## src/nfc_regs.svh

```systemverilog
// register map, field positions and timing counts of the flash host controller
`ifndef NFC_REGS_SVH
`define NFC_REGS_SVH
// ==========================================================
// controller registers (word index on the software port)
`define NFC_REG_CMD      4'h0
`define NFC_REG_ADDR     4'h1
`define NFC_REG_WDATA    4'h2
`define NFC_REG_STATUS   4'h3
`define NFC_REG_RDATA    4'h4
`define NFC_REG_CTRL     4'h5
// ==========================================================
// status bit positions
`define NFC_ST_BUSY      0
`define NFC_ST_RDY_PIN   1
`define NFC_ST_TIMEOUT   2
`define NFC_ST_BYPASS    3
`define NFC_ST_SECURED   4
`define NFC_ST_IDENT     5
`define NFC_ST_ERR       6
// control bit positions
`define NFC_CT_BYTE      0
`define NFC_CT_ACCEL     1
// ==========================================================
// flash command codes and unlock pattern
`define NFC_UNLOCK_A1    22'h000555
`define NFC_UNLOCK_D1    16'h00aa
`define NFC_UNLOCK_A2    22'h0002aa
`define NFC_UNLOCK_D2    16'h0055
`define NFC_CD_RESET     16'h00f0
`define NFC_CD_IDENT     16'h0090
`define NFC_CD_PROG      16'h00a0
`define NFC_CD_BYPASS    16'h0020
`define NFC_CD_BYP_RST1  16'h0090
`define NFC_CD_BYP_RST2  16'h0000
`define NFC_CD_SEC_IN    16'h0088
`define NFC_CD_SEC_OUT1  16'h0090
`define NFC_CD_SEC_OUT2  16'h0000
`define NFC_CD_SUSPEND   16'h00b0
// ==========================================================
// bus cycle timing in ns and derived cycles at 200 MHz
`define NFC_CLK_NS       5
`define NFC_T_SETUP_NS   10
`define NFC_T_PULSE_NS   35
`define NFC_T_HOLD_NS    20
`define NFC_T_RDACC_NS   70
`define NFC_SETUP_CYC    ((`NFC_T_SETUP_NS + `NFC_CLK_NS - 1) / `NFC_CLK_NS)
`define NFC_PULSE_CYC    ((`NFC_T_PULSE_NS + `NFC_CLK_NS - 1) / `NFC_CLK_NS)
`define NFC_HOLD_CYC     ((`NFC_T_HOLD_NS + `NFC_CLK_NS - 1) / `NFC_CLK_NS)
`define NFC_RDACC_CYC    ((`NFC_T_RDACC_NS + `NFC_CLK_NS - 1) / `NFC_CLK_NS)
`endif

```

## src/nfc_pkg.sv

```systemverilog
// types of the flash host controller
package nfc_pkg;
    typedef enum logic [3:0] {
        OP_READ      = 4'h0,
        OP_RESET     = 4'h1,
        OP_IDENT     = 4'h2,
        OP_SEC_ENTER = 4'h3,
        OP_SEC_EXIT  = 4'h4,
        OP_PROGRAM   = 4'h5,
        OP_BYP_ENTER = 4'h6,
        OP_BYP_PROG  = 4'h7,
        OP_BYP_EXIT  = 4'h8,
        OP_SUSPEND   = 4'h9
    } nfc_op_type;

    typedef enum logic [2:0] {
        ST_IDLE  = 3'b000,
        ST_SETUP = 3'b001,
        ST_PULSE = 3'b010,
        ST_HOLD  = 3'b011,
        ST_READ  = 3'b100,
        ST_WAIT  = 3'b101
    } nfc_state_type;

    typedef struct packed {
        logic [21:0] addr;
        logic [15:0] data;
    } nfc_cycle_type;

    typedef struct packed {
        logic ce_n;
        logic we_n;
        logic oe_n;
        logic byte_n;
        logic acc_high;
    } nfc_strobe_type;
endpackage

```

## src/nfc_host.sv

```systemverilog
// host-side command sequencer driving a banked nor flash over its pins
//==========================================================
// Overview of operation
// - bad sequence leaves flash undefined; host recovers by writing reset
// - on timeout flag host writes reset; ready/busy stays low until then
// - identification: two unlocks then bank address with ident command
// - host issues identification only to an idle or suspended bank
// - identification left by reset; reset allowed between its cycles
// - three-cycle entry to secured region, four-cycle exit
// - program is two unlocks, set-up command, then address and data
// - bypass entered by unlocks plus 20h; program is A0h then data
// - bypass accepts only bypass program and two-cycle bypass reset; host also lets reset F0h through in bypass
// - erase suspend B0h written with a bank address
`timescale 1ns/1ps
`default_nettype none
`include "nfc_regs.svh"

module nfc_host
    import nfc_pkg::*;
#(
    parameter logic [21:0] UNLOCK_A1 = `NFC_UNLOCK_A1,
    parameter logic [15:0] UNLOCK_D1 = `NFC_UNLOCK_D1,
    parameter logic [21:0] UNLOCK_A2 = `NFC_UNLOCK_A2,
    parameter logic [15:0] UNLOCK_D2 = `NFC_UNLOCK_D2
) (
    // clock and reset
    input wire logic CLK_I,
    input wire logic RST_I,
    // software port
    input wire logic [3:0] ADDR_I,
    input wire logic [31:0] WDATA_I,
    input wire logic WR_I,
    input wire logic RD_I,
    output logic [31:0] RDATA_O,
    // flash pins
    output logic [21:0] FL_ADDR_O,
    output logic [15:0] FL_DQ_O,
    output logic FL_DQ_OE_N_O,
    input wire logic [15:0] FL_DQ_I,
    output logic FL_CE_N_O,
    output logic FL_WE_N_O,
    output logic FL_OE_N_O,
    output logic FL_BYTE_N_O,
    output logic FL_ACC_O,
    output logic FL_RESET_N_O,
    input wire logic FL_RY_I
);
    // ==========================================================
    // state
    nfc_state_type state_q, state_d;
    nfc_op_type op_q;
    nfc_cycle_type cyc_q;
    nfc_cycle_type seq_q [0:5];
    nfc_strobe_type stb_q;
    logic [2:0] nseq_q, idx_q;
    logic [4:0] cnt_q;
    logic [21:0] addr_q;
    logic [15:0] wdata_q, rdata_q;
    logic [1:0] ctrl_q;
    logic dq_oe_n_q, busy_q, bypass_q, secured_q, ident_q, err_q, timeout_q;
    logic rst_n_q;
    logic [15:0] dq_m_q, dq_s_q;
    logic ry_m_q, ry_s_q;
    logic [31:0] rdata_o_q;

    // ==========================================================
    // software decode
    wire wr_cmd = WR_I && ADDR_I == `NFC_REG_CMD;
    wire [3:0] op_code = WDATA_I[3:0];
    // polling bit equal to data written means the embedded program finished
    wire poll_done = dq_s_q[7] == wdata_q[7];
    wire timeout_seen = dq_s_q[5] && !poll_done;
    wire idle = state_q == ST_IDLE;
    wire last_cyc = idx_q == nseq_q - 3'd1;
    // each setup presents the word of the cycle under way, not always the first one
    wire [2:0] word_sel = state_q == ST_HOLD ? idx_q + 3'h1 : state_q == ST_SETUP ? idx_q : 3'h0;
    // status on the pins is only trusted once read access time and the synchroniser have passed
    wire wait_live = state_q == ST_WAIT && cnt_q == 5'h0;
    // commands written while busy are dropped silently; only mode refusals are errors
    wire refused = wr_cmd && idle && !op_ok;
    // when idle, bypass mode fences off all but bypass program, bypass exit and reset; secured mode fences off only bypass entry
    wire op_ok = idle && !(bypass_q && op_code != OP_BYP_PROG && op_code != OP_BYP_EXIT
                 && op_code != OP_RESET) && !(secured_q && (op_code == OP_BYP_ENTER));

    function automatic nfc_cycle_type mk(input logic [21:0] a, input logic [15:0] d);
        mk.addr = a;
        mk.data = d;
    endfunction

    function automatic logic [4:0] cyc5(input int n);
        cyc5 = n[4:0];
    endfunction

    // ==========================================================
    // sequence builder
    always_ff @(posedge CLK_I) begin
        if (RST_I) begin
            nseq_q <= 3'h0;
            op_q <= OP_READ;
            for (int i = 0; i < 6; i++) seq_q[i] <= '0;
        end else if (wr_cmd && op_ok) begin
            op_q <= nfc_op_type'(op_code);
            seq_q[0] <= mk(UNLOCK_A1, UNLOCK_D1);
            seq_q[1] <= mk(UNLOCK_A2, UNLOCK_D2);
            case (op_code)
                OP_READ: begin
                    seq_q[0] <= mk(addr_q, 16'h0000);
                    nseq_q <= 3'h1;
                end
                OP_RESET: begin
                    seq_q[0] <= mk(22'h000000, `NFC_CD_RESET);
                    nseq_q <= 3'h1;
                end
                OP_IDENT: begin
                    seq_q[2] <= mk({addr_q[21:12], UNLOCK_A1[11:0]}, `NFC_CD_IDENT);
                    nseq_q <= 3'h3;
                end
                OP_SEC_ENTER: begin
                    seq_q[2] <= mk(UNLOCK_A1, `NFC_CD_SEC_IN);
                    nseq_q <= 3'h3;
                end
                OP_SEC_EXIT: begin
                    seq_q[2] <= mk(UNLOCK_A1, `NFC_CD_SEC_OUT1);
                    seq_q[3] <= mk(22'h000000, `NFC_CD_SEC_OUT2);
                    nseq_q <= 3'h4;
                end
                OP_PROGRAM: begin
                    seq_q[2] <= mk(UNLOCK_A1, `NFC_CD_PROG);
                    seq_q[3] <= mk(addr_q, wdata_q);
                    nseq_q <= 3'h4;
                end
                OP_BYP_ENTER: begin
                    seq_q[2] <= mk(UNLOCK_A1, `NFC_CD_BYPASS);
                    nseq_q <= 3'h3;
                end
                OP_BYP_PROG: begin
                    seq_q[0] <= mk(22'h000000, `NFC_CD_PROG);
                    seq_q[1] <= mk(addr_q, wdata_q);
                    nseq_q <= 3'h2;
                end
                OP_BYP_EXIT: begin
                    seq_q[0] <= mk(22'h000000, `NFC_CD_BYP_RST1);
                    seq_q[1] <= mk(22'h000000, `NFC_CD_BYP_RST2);
                    nseq_q <= 3'h2;
                end
                OP_SUSPEND: begin
                    seq_q[0] <= mk(addr_q, `NFC_CD_SUSPEND);
                    nseq_q <= 3'h1;
                end
                default: begin
                    nseq_q <= 3'h0;
                end
            endcase
        end
    end

    // ==========================================================
    // bus cycle machine
    always_comb begin
        state_d = state_q;
        case (state_q)
            ST_IDLE: if (wr_cmd && op_ok && op_code <= OP_SUSPEND) state_d = ST_SETUP;
            ST_SETUP: if (cnt_q == 5'h0) state_d = op_q == OP_READ ? ST_READ : ST_PULSE;
            ST_PULSE: if (cnt_q == 5'h0) state_d = ST_HOLD;
            ST_HOLD: if (cnt_q == 5'h0) begin
                if (!last_cyc) state_d = ST_SETUP;
                else if (op_q == OP_PROGRAM || op_q == OP_BYP_PROG) state_d = ST_WAIT;
                else state_d = ST_IDLE;
            end
            ST_READ: if (cnt_q == 5'h0) state_d = ST_IDLE;
            // leaves on completion or on the timeout flag, so that software can send its reset
            ST_WAIT: if (cnt_q == 5'h0 && ((ry_s_q && poll_done) || timeout_seen)) state_d = ST_IDLE;
            default: state_d = ST_IDLE;
        endcase
    end

    always_ff @(posedge CLK_I) begin
        if (RST_I) begin
            state_q <= ST_IDLE;
            cnt_q <= 5'h0;
            idx_q <= 3'h0;
        end else begin
            state_q <= state_d;
            if (state_d != state_q) begin
                case (state_d)
                    ST_SETUP: cnt_q <= cyc5(`NFC_SETUP_CYC - 1);
                    ST_PULSE: cnt_q <= cyc5(`NFC_PULSE_CYC - 1);
                    ST_HOLD: cnt_q <= cyc5(`NFC_HOLD_CYC - 1);
                    ST_READ: cnt_q <= cyc5(`NFC_RDACC_CYC - 1);
                    ST_WAIT: cnt_q <= cyc5(`NFC_RDACC_CYC + 2);
                    default: cnt_q <= 5'h0;
                endcase
            end else if (cnt_q != 5'h0) begin
                cnt_q <= cnt_q - 5'h1;
            end
            if (state_q == ST_IDLE) idx_q <= 3'h0;
            else if (state_q == ST_HOLD && cnt_q == 5'h0) idx_q <= idx_q + 3'h1;
        end
    end

    // ==========================================================
    // pins: ce falls at setup and we falls after it, so address is taken at the we fall
    // and data at the we rise, with ce still low through hold
    always_ff @(posedge CLK_I) begin
        if (RST_I) begin
            stb_q <= '{ce_n: 1'b1, we_n: 1'b1, oe_n: 1'b1, byte_n: 1'b1, acc_high: 1'b0};
            cyc_q <= '0;
            dq_oe_n_q <= 1'b1;
            rst_n_q <= 1'b0;
        end else begin
            rst_n_q <= 1'b1;
            stb_q.byte_n <= !ctrl_q[`NFC_CT_BYTE];
            stb_q.acc_high <= ctrl_q[`NFC_CT_ACCEL] && !secured_q;
            stb_q.ce_n <= !(state_d != ST_IDLE && state_d != ST_WAIT) && state_d != ST_WAIT;
            stb_q.we_n <= state_d != ST_PULSE;
            stb_q.oe_n <= !(state_d == ST_READ || state_d == ST_WAIT);
            dq_oe_n_q <= !(state_d == ST_SETUP || state_d == ST_PULSE || state_d == ST_HOLD)
                         || op_q == OP_READ;
            if (state_d == ST_SETUP) cyc_q <= seq_q[word_sel];
        end
    end

    // ==========================================================
    // pin input synchronisers
    always_ff @(posedge CLK_I) begin
        if (RST_I) begin
            dq_m_q <= 16'h0000;
            dq_s_q <= 16'h0000;
            ry_m_q <= 1'b1;
            ry_s_q <= 1'b1;
        end else begin
            dq_m_q <= FL_DQ_I;
            dq_s_q <= dq_m_q;
            ry_m_q <= FL_RY_I;
            ry_s_q <= ry_m_q;
        end
    end

    // ==========================================================
    // mode tracking and software registers
    wire seq_end = state_q == ST_HOLD && cnt_q == 5'h0 && last_cyc;
    always_ff @(posedge CLK_I) begin
        if (RST_I) begin
            addr_q <= 22'h0;
            wdata_q <= 16'h0;
            ctrl_q <= 2'h0;
            rdata_q <= 16'h0;
            busy_q <= 1'b0;
            bypass_q <= 1'b0;
            secured_q <= 1'b0;
            ident_q <= 1'b0;
            err_q <= 1'b0;
            timeout_q <= 1'b0;
        end else begin
            if (WR_I && ADDR_I == `NFC_REG_ADDR) addr_q <= WDATA_I[21:0];
            if (WR_I && ADDR_I == `NFC_REG_WDATA) wdata_q <= WDATA_I[15:0];
            if (WR_I && ADDR_I == `NFC_REG_CTRL) ctrl_q <= WDATA_I[1:0];
            busy_q <= state_d != ST_IDLE;
            if (state_q == ST_READ && cnt_q == 5'h0) rdata_q <= dq_s_q;
            // a refused command marks the flash state unknown until reset is sent
            if (refused) err_q <= 1'b1;
            else if (seq_end && op_q == OP_RESET) err_q <= 1'b0;
            if (wait_live && timeout_seen) timeout_q <= 1'b1;
            else if (seq_end && op_q == OP_RESET) timeout_q <= 1'b0;
            if (seq_end) begin
                case (op_q)
                    OP_IDENT: ident_q <= 1'b1;
                    OP_RESET: ident_q <= 1'b0;
                    OP_SEC_ENTER: secured_q <= 1'b1;
                    OP_SEC_EXIT: secured_q <= 1'b0;
                    OP_BYP_ENTER: bypass_q <= 1'b1;
                    OP_BYP_EXIT: bypass_q <= 1'b0;
                    default: ;
                endcase
            end
            // a timed out program is abandoned as soon as the timeout flag is seen, before its reset is issued
            if (wait_live && timeout_seen) busy_q <= 1'b0;
        end
    end

    // ==========================================================
    // read port
    wire [31:0] status_w = {25'h0, err_q, ident_q, secured_q, bypass_q, timeout_q, ry_s_q, busy_q};
    wire [31:0] rd_mux = ADDR_I == `NFC_REG_STATUS ? status_w :
                         ADDR_I == `NFC_REG_RDATA ? {16'h0, rdata_q} :
                         ADDR_I == `NFC_REG_ADDR ? {10'h0, addr_q} :
                         ADDR_I == `NFC_REG_WDATA ? {16'h0, wdata_q} :
                         ADDR_I == `NFC_REG_CTRL ? {30'h0, ctrl_q} : 32'h0;
    always_ff @(posedge CLK_I) begin
        if (RST_I) rdata_o_q <= 32'h0;
        else rdata_o_q <= RD_I ? rd_mux : 32'h0;
    end

    assign RDATA_O = rdata_o_q;
    assign FL_ADDR_O = cyc_q.addr;
    assign FL_DQ_O = cyc_q.data;
    assign FL_DQ_OE_N_O = dq_oe_n_q;
    assign FL_CE_N_O = stb_q.ce_n;
    assign FL_WE_N_O = stb_q.we_n;
    assign FL_OE_N_O = stb_q.oe_n;
    assign FL_BYTE_N_O = stb_q.byte_n;
    assign FL_ACC_O = stb_q.acc_high;
    assign FL_RESET_N_O = rst_n_q;
endmodule
`default_nettype wire

```

## config.mk

```make
export PLATFORM = sky130hd
export DESIGN_NAME = nfc_host
export DESIGN_NICKNAME = d
export VERILOG_FILES = /design/src/nfc_pkg.sv /design/src/nfc_host.sv
export VERILOG_INCLUDE_DIRS = /design/src /design/src/src
export SDC_FILE = /design/constraint.sdc
export NUM_CORES = 1
export LEC_CHECK = 0
export BUFFER_PORTS_ARGS = -buffer_cell sky130_fd_sc_hd__buf_2
export CAP_MARGIN = 30
export CORE_MARGIN = 2
export CORE_UTILIZATION = 55
export CTS_BUF_LIST = sky130_fd_sc_hd__clkbuf_8
export DETAILED_ROUTE_END_ITERATION = 6
export PLACE_DENSITY = 0.75
export SETUP_SLACK_MARGIN = 0.05
export SYNTH_ARGS = -nofsm -noshare
export SYNTH_HDL_FRONTEND = slang
export SYNTH_SLANG_ARGS = --single-unit
```

## constraint.sdc

```tcl
create_clock -name CLK_I -period 4.2 [get_ports CLK_I]
set_clock_uncertainty 0.05 [all_clocks]
set_input_delay 0.63 -clock CLK_I [delete_from_list [all_inputs] [get_ports CLK_I]]
set_output_delay 0.63 -clock CLK_I [all_outputs]
set_load 0.02 [all_outputs]
```

# == Yosys cells after proc, flatten, opt, wreduce, memory -nomap -nowiden ==
# Memory sizes are Yosys's and may differ from the RTL's. A register that Yosys moved wholly into a read port is not among the register bits.
# Index checks and enable logic that the tools add are counted.
# Widths: inputs -> output; s select.
# classes
n_eq_ne,40
add_sub_neg,3
order_cmp,1
bitwise,17
n_reduce_logical,67
mux,89
# op_table
operator,n
$mux 38,16
$mux 1,49
$eq 4x3->1 const B,10
$mux 3,11
$mux 16,2
$logic_and 1x1->1,26
$pmux 5 s5,1
$eq 4x2->1 const B,6
$mux 22,1
$pmux 3 s6,1
$or 1x1->1,16
$eq 3x2->1 const B,4
$eq 3x3->1 const B,4
$eq 4x1->1 const B,3
$eq 4x4->1 const B,3
$logic_not 4->1,3
$pmux 3 s4,1
$reduce_bool 2->1,6
$mux 5,2
$reduce_or 2->1,5
$logic_not 1->1,9
$reduce_or 3->1,3
$mux 7,1
$eq 3x1->1 const B,2
23 further kinds,32
# word_totals
output_inout_bits,77
regBits,153
ram_bits,228
n_memories,1
# mem_list
name,depth,word_bits,read_ports,rd_clocked_by_memory_dff,wr,line,source
seq_q,6,38,1,1,6,nfc_host.sv:53,nfc_cycle_type seq_q [0:5];

# == Longest topological paths before layout ==
# Gate-level depths: netlist of the first run.
# depth
word_depth,17
ltp_mapped,11
depth_no_buf,8

# == Worst setup path before layout of the first run ==
# Ideal clock, no wire load.
# synth_path
path_type,input to register
start,input port WDATA_I[0]
end,"memory seq_q[2][28] (netlist name), enable pin"
path_slack_ns,0.975
setup_ns,0.404
stages,5
t_arrival_ns,2.771
cell_sequence,or3b_1 o2bb2ai_2 a211o_1 clkbuf_1 o21ai_0
# synth_rtl
element,line,source
from (decl),nfc_host.sv:31,"input wire logic [31:0] WDATA_I,"
to (decl),nfc_host.sv:53,

# == Worst setup path after layout of the first run ==
# layout_path
start,register state_q[1]
end,register FL_DQ_O[6] (netlist name)
# layout_via
elab_chain_len,8
# layout_rtl
element,line,source
from (decl),nfc_host.sv:50,"nfc_state_type state_q, state_d;"
from (signal assigned),nfc_host.sv:183,state_q <= state_d;
$logic_not 3->1,"nfc_host.sv:73, nfc_host.sv:161",
$logic_and 1x1->1,nfc_host.sv:82,wire op_ok = idle && !(bypass_q && op_code != OP_BYP_PROG && op_code != OP_BYP_EXIT
$logic_and 1x1->1,nfc_host.sv:83,&& op_code != OP_RESET) && !(secured_q && (op_code == OP_BYP_ENTER));
$logic_and 1x1->1 (2 in a row),nfc_host.sv:162,ST_IDLE: if (wr_cmd && op_ok && op_code <= OP_SUSPEND) state_d = ST_SETUP;
$mux 3,nfc_host.sv:162,
$pmux 3 s6,nfc_host.sv:161,case (state_q)
$eq 3x1->1,nfc_host.sv:219,if (state_d == ST_SETUP) cyc_q <= seq_q[word_sel];
# Parallel ways exist; a longest one is shown, timed or not.
# A chain may end at the register's enable or synchronous reset.

==> impl_metrics.tcl, run 1 <==
set metrics [dict create \
    outcome "completed" \
    tns_ns 0 \
    route.detailed.drc 0 \
    cts_made_buffers 46 \
    seq_area_frac_synth_pct 58.1 \
    drive_gt1_share_pct 18.0 \
    rsz0062_at_grt "false" \
    nets 1335 \
    hpwlAfterDp_um 18300 \
    maxSlewViolCount 0 \
    grt_overflow 0 \
    syn_to_final_growth_pct 13.4 \
    clk_pin_slew_worst_paths_ns 0.06 \
    grt_pass1_vias 8204 \
    rows 54 \
    hold_ws_ns 0.204 \
    ys_types 66 \
    slew_headroom_pct 35.5 \
    crit_top_cell "nand4_1" \
    cp.arrival_ns 3.63 \
    setup_violations 0 \
    fin_area_um2 14000 \
    cts_root_buf "clkbuf_8" \
    crit_buf_inv 0 \
    power_density_nw_per_um2 418 \
    slowest_delay_ns 0.81 \
    synth_seq_cells 299 \
    cts_max_path_buffers 3 \
    maxCapViolCount 0 \
    wl_um 27600 \
    cts_resized 0 \
    synth_cells 1175 \
    cp_cell_sequence "nor3_2, nand4_1, a2111oi_2, o221a_2, nand4_1, a21oi_1" \
    hold_viol_final 0 \
    die_w_um 154 \
    grt_pass1_wl_um 43900 \
    vias_per_cell 5.63 \
    hp-class "primary input to flop" \
    cts_sinks 299 \
    clock.fmax_ghz 0.312 \
    cts.htree.levels 2 \
    worst-setup-path-type "flop to flop" \
    cts_tree "yes" \
    drt_iter0_markers 655 \
    wl_per_cell_um 17.3 \
    peakVddDrop_mv 0.395 \
    grt_max_degree 97 \
    ys_warn_count 0 \
    synth-edff-count 117 \
    first_pass_iters 5 \
    critPathCaptureType "flop" \
    hold_buffers 0 \
    design.core.area_um2 21900 \
    path_max_fanout 38 \
    critPathSlowestCell "o221a_2" \
    vias 8946 \
    worstPathRequired_ns 4.62 \
    diodes 0 \
    cp_top_family "compound AO/OA/AOI/OAI gates" \
    clk_latency_ns 0.56 \
    worst_pin_slew_ns 0.964 \
    ys.flop_type "dfxtp_1" \
    avgSynthCellArea_um2 10.5 \
    p_leak_nw 5.32 \
    initial_core_util_pct 56.2 \
    antenna_left 0 \
    grt_usage_pct 23.2 \
    die-area_um2 23600 \
    period_share_pct 76.4 \
    cp-start-kind "flop" \
    chipHeight_um 154 \
    port_buffers 113 \
    antenna_found_initial 0 \
    min_period_ns 3.21 \
    syn-cell-area_um2 12300 \
    place.gp.congestion 0.895 \
    postCtsSetupBuffers 0 \
    synthArstFlopShare_pct 0 \
    dpl_cell_area_um2 13000 \
    ios 134 \
]
-- cell usage after synthesis, drive strengths merged (2+ instances only) --
| cell type | n | share of area, % |
|---|---|---|
| a22oi | 19 | 1.2 |
| o41ai | 2 | 0.14 |
| o221ai | 2 | 0.14 |
| ha | 4 | 0.41 |
| nand3 | 22 | 0.89 |
| edfxtp | 117 | 29 |
| a211o | 2 | 0.14 |
| or2 | 4 | 0.20 |
| nand4 | 30 | 1.5 |
| xnor2 | 4 | 0.28 |
| a2111oi | 2 | 0.35 |
| nor2b | 36 | 1.8 |
| buf | 32 | 1.6 |
| nor4 | 4 | 0.25 |
| a211oi | 6 | 0.41 |
| nand2 | 159 | 4.8 |
| o21a | 2 | 0.12 |
| nand2b | 9 | 0.46 |
| o21ai | 50 | 2.1 |
| a21oi | 132 | 5.4 |
| clkbuf | 60 | 1.9 |
| a221oi | 2 | 0.14 |
| xor2 | 7 | 0.50 |
| mux2i | 21 | 1.7 |
| inv | 13 | 0.40 |
| nor3 | 28 | 1.2 |
| mux2 | 3 | 0.27 |
| and3 | 10 | 0.51 |
| and2 | 96 | 4.9 |
| nand3b | 3 | 0.18 |
| mux4 | 20 | 3.7 |
| a21o | 2 | 0.12 |
| a31oi | 2 | 0.10 |
| nor2 | 58 | 1.8 |
| o2bb2ai | 10 | 0.76 |
| dfxtp | 182 | 30 |
| or3 | 2 | 0.10 |
-- kinds of logic (layout without fill, tap and decap cells) --
group / after synthesis / in the layout / share of synthesized area [%]
adder cells (fa/ha/maj): 4 / 4 / 0.406
XOR/XNOR: 12 / 12 / 0.965
other: 1 / 10 / 0.0305
flip-flops: 299 / 299 / 58.1
AND/OR/NAND/NOR: 467 / 467 / 19.2
buffers and inverters: 105 / 230 / 3.85
AO/OA/AOI/OAI: 243 / 243 / 11.8
multiplexers: 44 / 44 / 5.64
-- cells in the final DEF, fill, tap and decap left out, types with 3 or more instances in the layout --
cell | synthesis | routed
xor2_1 | 7 | 7
nor2_1 | 57 | 56
a211oi_1 | 5 | 5
o21ai_1 | 2 | 3
nor2b_1 | 36 | 36
inv_1 | 13 | 37
xnor2_1 | 4 | 4
o2bb2ai_1 | 9 | 9
a22oi_1 | 19 | 19
mux2_2 | 3 | 3
mux2i_1 | 21 | 21
nand3_1 | 22 | 22
nor3_1 | 27 | 26
nand4_1 | 30 | 30
a21oi_1 | 132 | 132
or2_2 | 4 | 4
nand2_1 | 159 | 158
and3_1 | 10 | 10
o21ai_0 | 47 | 46
buf_2 | 13 | 112
buf_4 | 16 | 19
edfxtp_1 | 117 | 117
ha_1 | 4 | 4
nand2b_1 | 9 | 9
and2_1 | 96 | 96
mux4_2 | 20 | 20
clkbuf_8 | 0 | 56
nand3b_1 | 3 | 3
dfxtp_1 | 182 | 182
conb_1 | 1 | 10
-- power by group --
part,total (W),switching [W],internal [W]
registers,0.00315,0.0000519,0.00310
clock network,0.00227,0.00107,0.00120
logic,0.000412,0.000255,0.000157
-- routing by layer --
metal	vias up	global-route usage, %	wire [um]
li1	4338	-	-
met1	4190	34.3	12400
met2	374	35.1	12500
met3	44	4.20	2110
met4	0	7.12	585
met5	-	0	0
-- layout make-up --
cell class	instances	area, um2
clock buffers	56	771
clock inverters	27	113
fillers	1792	7930
inverters	13	48.8
multi-input cells	780	4740
flip-flops and latches	299	7160
well taps	280	350
repair buffers	134	776
-- metrics by stage --
stage          setup slack [ns]  total power (W)  utilization (%)  instances
2_1_floorplan             0.975          0.00351                -       1184
3_3_place_gp              0.891          0.00361             59.5       1504
6_report                  0.990          0.00584             63.8       1589
3_5_place_dp              0.824          0.00362             59.5       1504
5_1_grt                   0.747          0.00607             63.8       1589
4_1_cts                    1.02          0.00588             63.5       1587
-- registers in the layout, indices dropped and copies added, names as in the netlist, 2 cells and up --
| register | count |
|---|---|
| state_q | 3 |
| seq_q | 118 |
| nseq_q | 3 |
| addr_q | 22 |
| rdata_q | 16 |
| FL_DQ_O | 16 |
| dq_s_q | 16 |
| wdata_q | 16 |
| idx_q | 3 |
| ctrl_q | 2 |
| cnt_q | 5 |
| dq_m_q | 16 |
| FL_ADDR_O | 22 |
| op_q | 4 |
| RDATA_O | 22 |
-- path summary, 6_finish.rpt --
path,startpoint,endpoint,slack [ns],cells after the start
min,FL_RY_I,ry_m_q,0.20,2
min reg2reg,ctrl_q[0],FL_BYTE_N_O,0.37,1
max,state_q[1],FL_DQ_O[6],0.99,6
max reg2reg,state_q[1],FL_DQ_O[6],0.99,6
Power figures use the tool's default switching activity.
==> run 2, diff against run 1 <==
--- a/config.mk
+++ b/config.mk
@@ -6,6 +6,7 @@
 export SDC_FILE = /design/constraint.sdc
 export NUM_CORES = 1
 export LEC_CHECK = 0
+export ABC_AREA = 1
 export BUFFER_PORTS_ARGS = -buffer_cell sky130_fd_sc_hd__buf_2
 export CAP_MARGIN = 30
 export CORE_MARGIN = 2
==> constraint.sdc (replaced) <==
create_clock -name CLK_I -period 3.2 [get_ports CLK_I]
set_clock_uncertainty 0.05 [all_clocks]
set_input_delay 0.48 -clock CLK_I [delete_from_list [all_inputs] [get_ports CLK_I]]
set_output_delay 0.48 -clock CLK_I [all_outputs]
set_load 0.02 [all_outputs]
==> impl_metrics.tcl, run 2 <==
set metrics [dict create \
    outcome "completed" \
    cts_max_path_buffers 3 \
    seq_area_frac_synth_pct 58.1 \
    rr_worst_depth 15 \
    ys_types 49 \
    worst-setup-path-type "flop to flop" \
    worstPathRequired_ns 3.58 \
    dpl_cell_area_um2 13100 \
    vias 9668 \
    yosysTopAreaCell "dfxtp_1" \
    worst_pin_slew_ns 1.04 \
    ios 134 \
    setup_violations 0 \
    regMostFlops "seq_q" \
    synthTopCellsByArea "dfxtp_1, edfxtp_1, nor2_1, nand2_1, o21ai_0" \
    path_max_fanout 38 \
    period_share_pct 80.3 \
    cts_made_buffers 48 \
    synth.most_common_cell "nor2_1" \
    grt_pass1_wl_um 45700 \
    cp.arrival_ns 2.95 \
    synth_seq_cells 299 \
    synth-edff-count 117 \
    nets 1551 \
    cts_resized 0 \
    antenna_found_initial 0 \
    setup_slack_ns 0.630 \
    fin_area_um2 14000 \
    synthArstFlopShare_pct 0 \
    avgSynthCellArea_um2 8.99 \
    die_w_um 154 \
    vias_per_cell 5.34 \
    drive_gt1_share_pct 19.3 \
    antenna_left 0 \
    wl_um 28600 \
    pwr-share-clk_pct 33.9 \
    hp-start "FL_RY_I" \
    cts_tree "yes" \
    ys.flop_type "dfxtp_1" \
    whs_path_depth 2 \
    tns_ns 0 \
    place.gp.congestion 0.919 \
    hold_path_end "ry_m_q" \
    switching_power_w 0.00283 \
    cp-start-kind "flop" \
    route.detailed.drc 0 \
    chipHeight_um 154 \
    hp-class "primary input to flop" \
    ys_warn_count 0 \
    p_comb_share_pct 19.5 \
    clk_pin_slew_worst_paths_ns 0.06 \
    rows 54 \
    place_ws_ns 0.499 \
    p_leak_nw 5.84 \
    hold_buffers 0 \
    hold_viol_final 0 \
    layout_common_cells "nor2_1, nand2_1, dfxtp_1" \
    grt_overflow 0 \
    postCtsSetupBuffers 0 \
    internal-power_w 0.00653 \
    wl_per_cell_um 15.8 \
    maxSlewViolCount 0 \
    power_density_nw_per_um2 667 \
    min_period_ns 2.57 \
    die-area_um2 23600 \
    initial_core_util_pct 56.2 \
    cts.htree.levels 2 \
    swShare_pct 30.3 \
    synth_top_area_share_pct 29.6 \
    peakVddDrop_mv 0.494 \
    clock.fmax_ghz 0.389 \
    reg2reg_to "FL_DQ_O[14]" \
    cts_root_buf "clkbuf_8" \
    diodes 0 \
    largest_reg_flops 118 \
    critPathCaptureType "flop" \
    syn_to_final_growth_pct 14.0 \
    design.core.area_um2 21900 \
    r2r_setup_slack_ns 0.63 \
    first_pass_iters 5 \
    pwr-share-seq_pct 46.6 \
    syn-cell-area_um2 12300 \
    hpwlAfterDp_um 19300 \
    grt_usage_pct 24.0 \
    port_buffers 113 \
    clk_latency_ns 0.57 \
    r2r-start "cnt_q[0]" \
    slew_headroom_pct 30.6 \
    final_common_cell "nor2_1" \
    grt_max_degree 47 \
    cts_sinks 299 \
    grt_pass1_vias 8945 \
    drt_iter0_markers 939 \
    synth_common_cells "nor2_1, nand2_1, dfxtp_1" \
    synth_cells 1369 \
    maxCapViolCount 0 \
    rsz0062_at_grt "false" \
]
## run 2: cell types whose count changed after synthesis, moves of 21 or more
cell	change
nor2_1	+179
inv_1	+120
and2_1	-96
o21ai_0	+70
a21oi_1	-37
nor2b_1	-36
nand2_1	+29
nand4_1	-23
mux2i_1	-21
## run 2: area by class of cell
| type | count | area, um2 |
|---|---|---|
| sequential | 299 | 7160 |
| clock inverter | 30 | 139 |
| clock buffer | 60 | 826 |
| fill | 1828 | 7860 |
| tap | 280 | 350 |
| timing repair buffer | 141 | 801 |
| inverter | 152 | 571 |
| multi-input combinational | 848 | 4180 |
## run 2: power by group through the flow
stage               clock, W  combinational [W]  sequential [W]
floorplan                  0            0.00134         0.00458
global placement           0            0.00179         0.00443
detailed placement         0            0.00183         0.00444
CTS                  0.00323            0.00184         0.00436
global route         0.00338            0.00205         0.00439
finish               0.00318            0.00183         0.00436
## run 2: cell families (layout without fill, tap and decap cells)
family / after synthesis / in the layout / share of synthesized area [%]
compound gates: 287 / 287 / 13.3
xor+xnor: 4 / 4 / 0.285
fa+ha+maj: 4 / 4 / 0.407
buf+inv: 231 / 383 / 8.14
flops: 299 / 299 / 58.1
other cells: 1 / 10 / 0.0305
simple gates: 543 / 543 / 19.7
## run 2: worst max path at each step
| stage | startpoint | endpoint | slack (ns) |
|---|---|---|---|
| floorplan | WDATA_I[1] | seq_q[3][0] | 0.55 |
| global placement | WDATA_I[1] | seq_q[3][35] | 0.55 |
| detailed placement | WDATA_I[1] | seq_q[3][35] | 0.50 |
| CTS | cnt_q[0] | FL_DQ_O[14] | 0.66 |
| global route | cnt_q[0] | FL_DQ_O[15] | 0.40 |
| finish | cnt_q[0] | FL_DQ_O[14] | 0.63 |
## run 2: worst max-delay path, cell delays in order, from the launching register on
cell and delay, ns:
dfxtp_1 0.32, inv_1 0.08, ha_1 0.22, inv_1 0.05, nor2_1 0.04, nand2_1 0.24
nor2_1 0.14, a21oi_2 0.24, nand2_1 0.13, nor2_4 0.15, nand3_2 0.14, inv_2 0.18
buf_12 0.22, nand2_1 0.06, o21ai_0 0.09, nor2_1 0.05
## run 2: per-stage QoR
step	util, %	instances	power, W	hold WS (ns)
floorplan	-	1378	0.00592	0.330
global placement	59.7	1720	0.00622	0.341
detailed placement	59.7	1720	0.00627	0.346
CTS	64.1	1810	0.00943	0.0169
global route	64.1	1810	0.00982	0.0393
finish	64.1	1810	0.00936	0.0450
## run 2: routing by layer
| metal | track usage, % | share of wire, % | vias up |
|---|---|---|---|
| li1 | - | - | 4763 |
| met1 | 33.8 | 44 | 4402 |
| met2 | 37.9 | 46 | 450 |
| met3 | 4.37 | 8.7 | 53 |
| met4 | 7.82 | 2.2 | 0 |
| met5 | 0 | 0 | - |
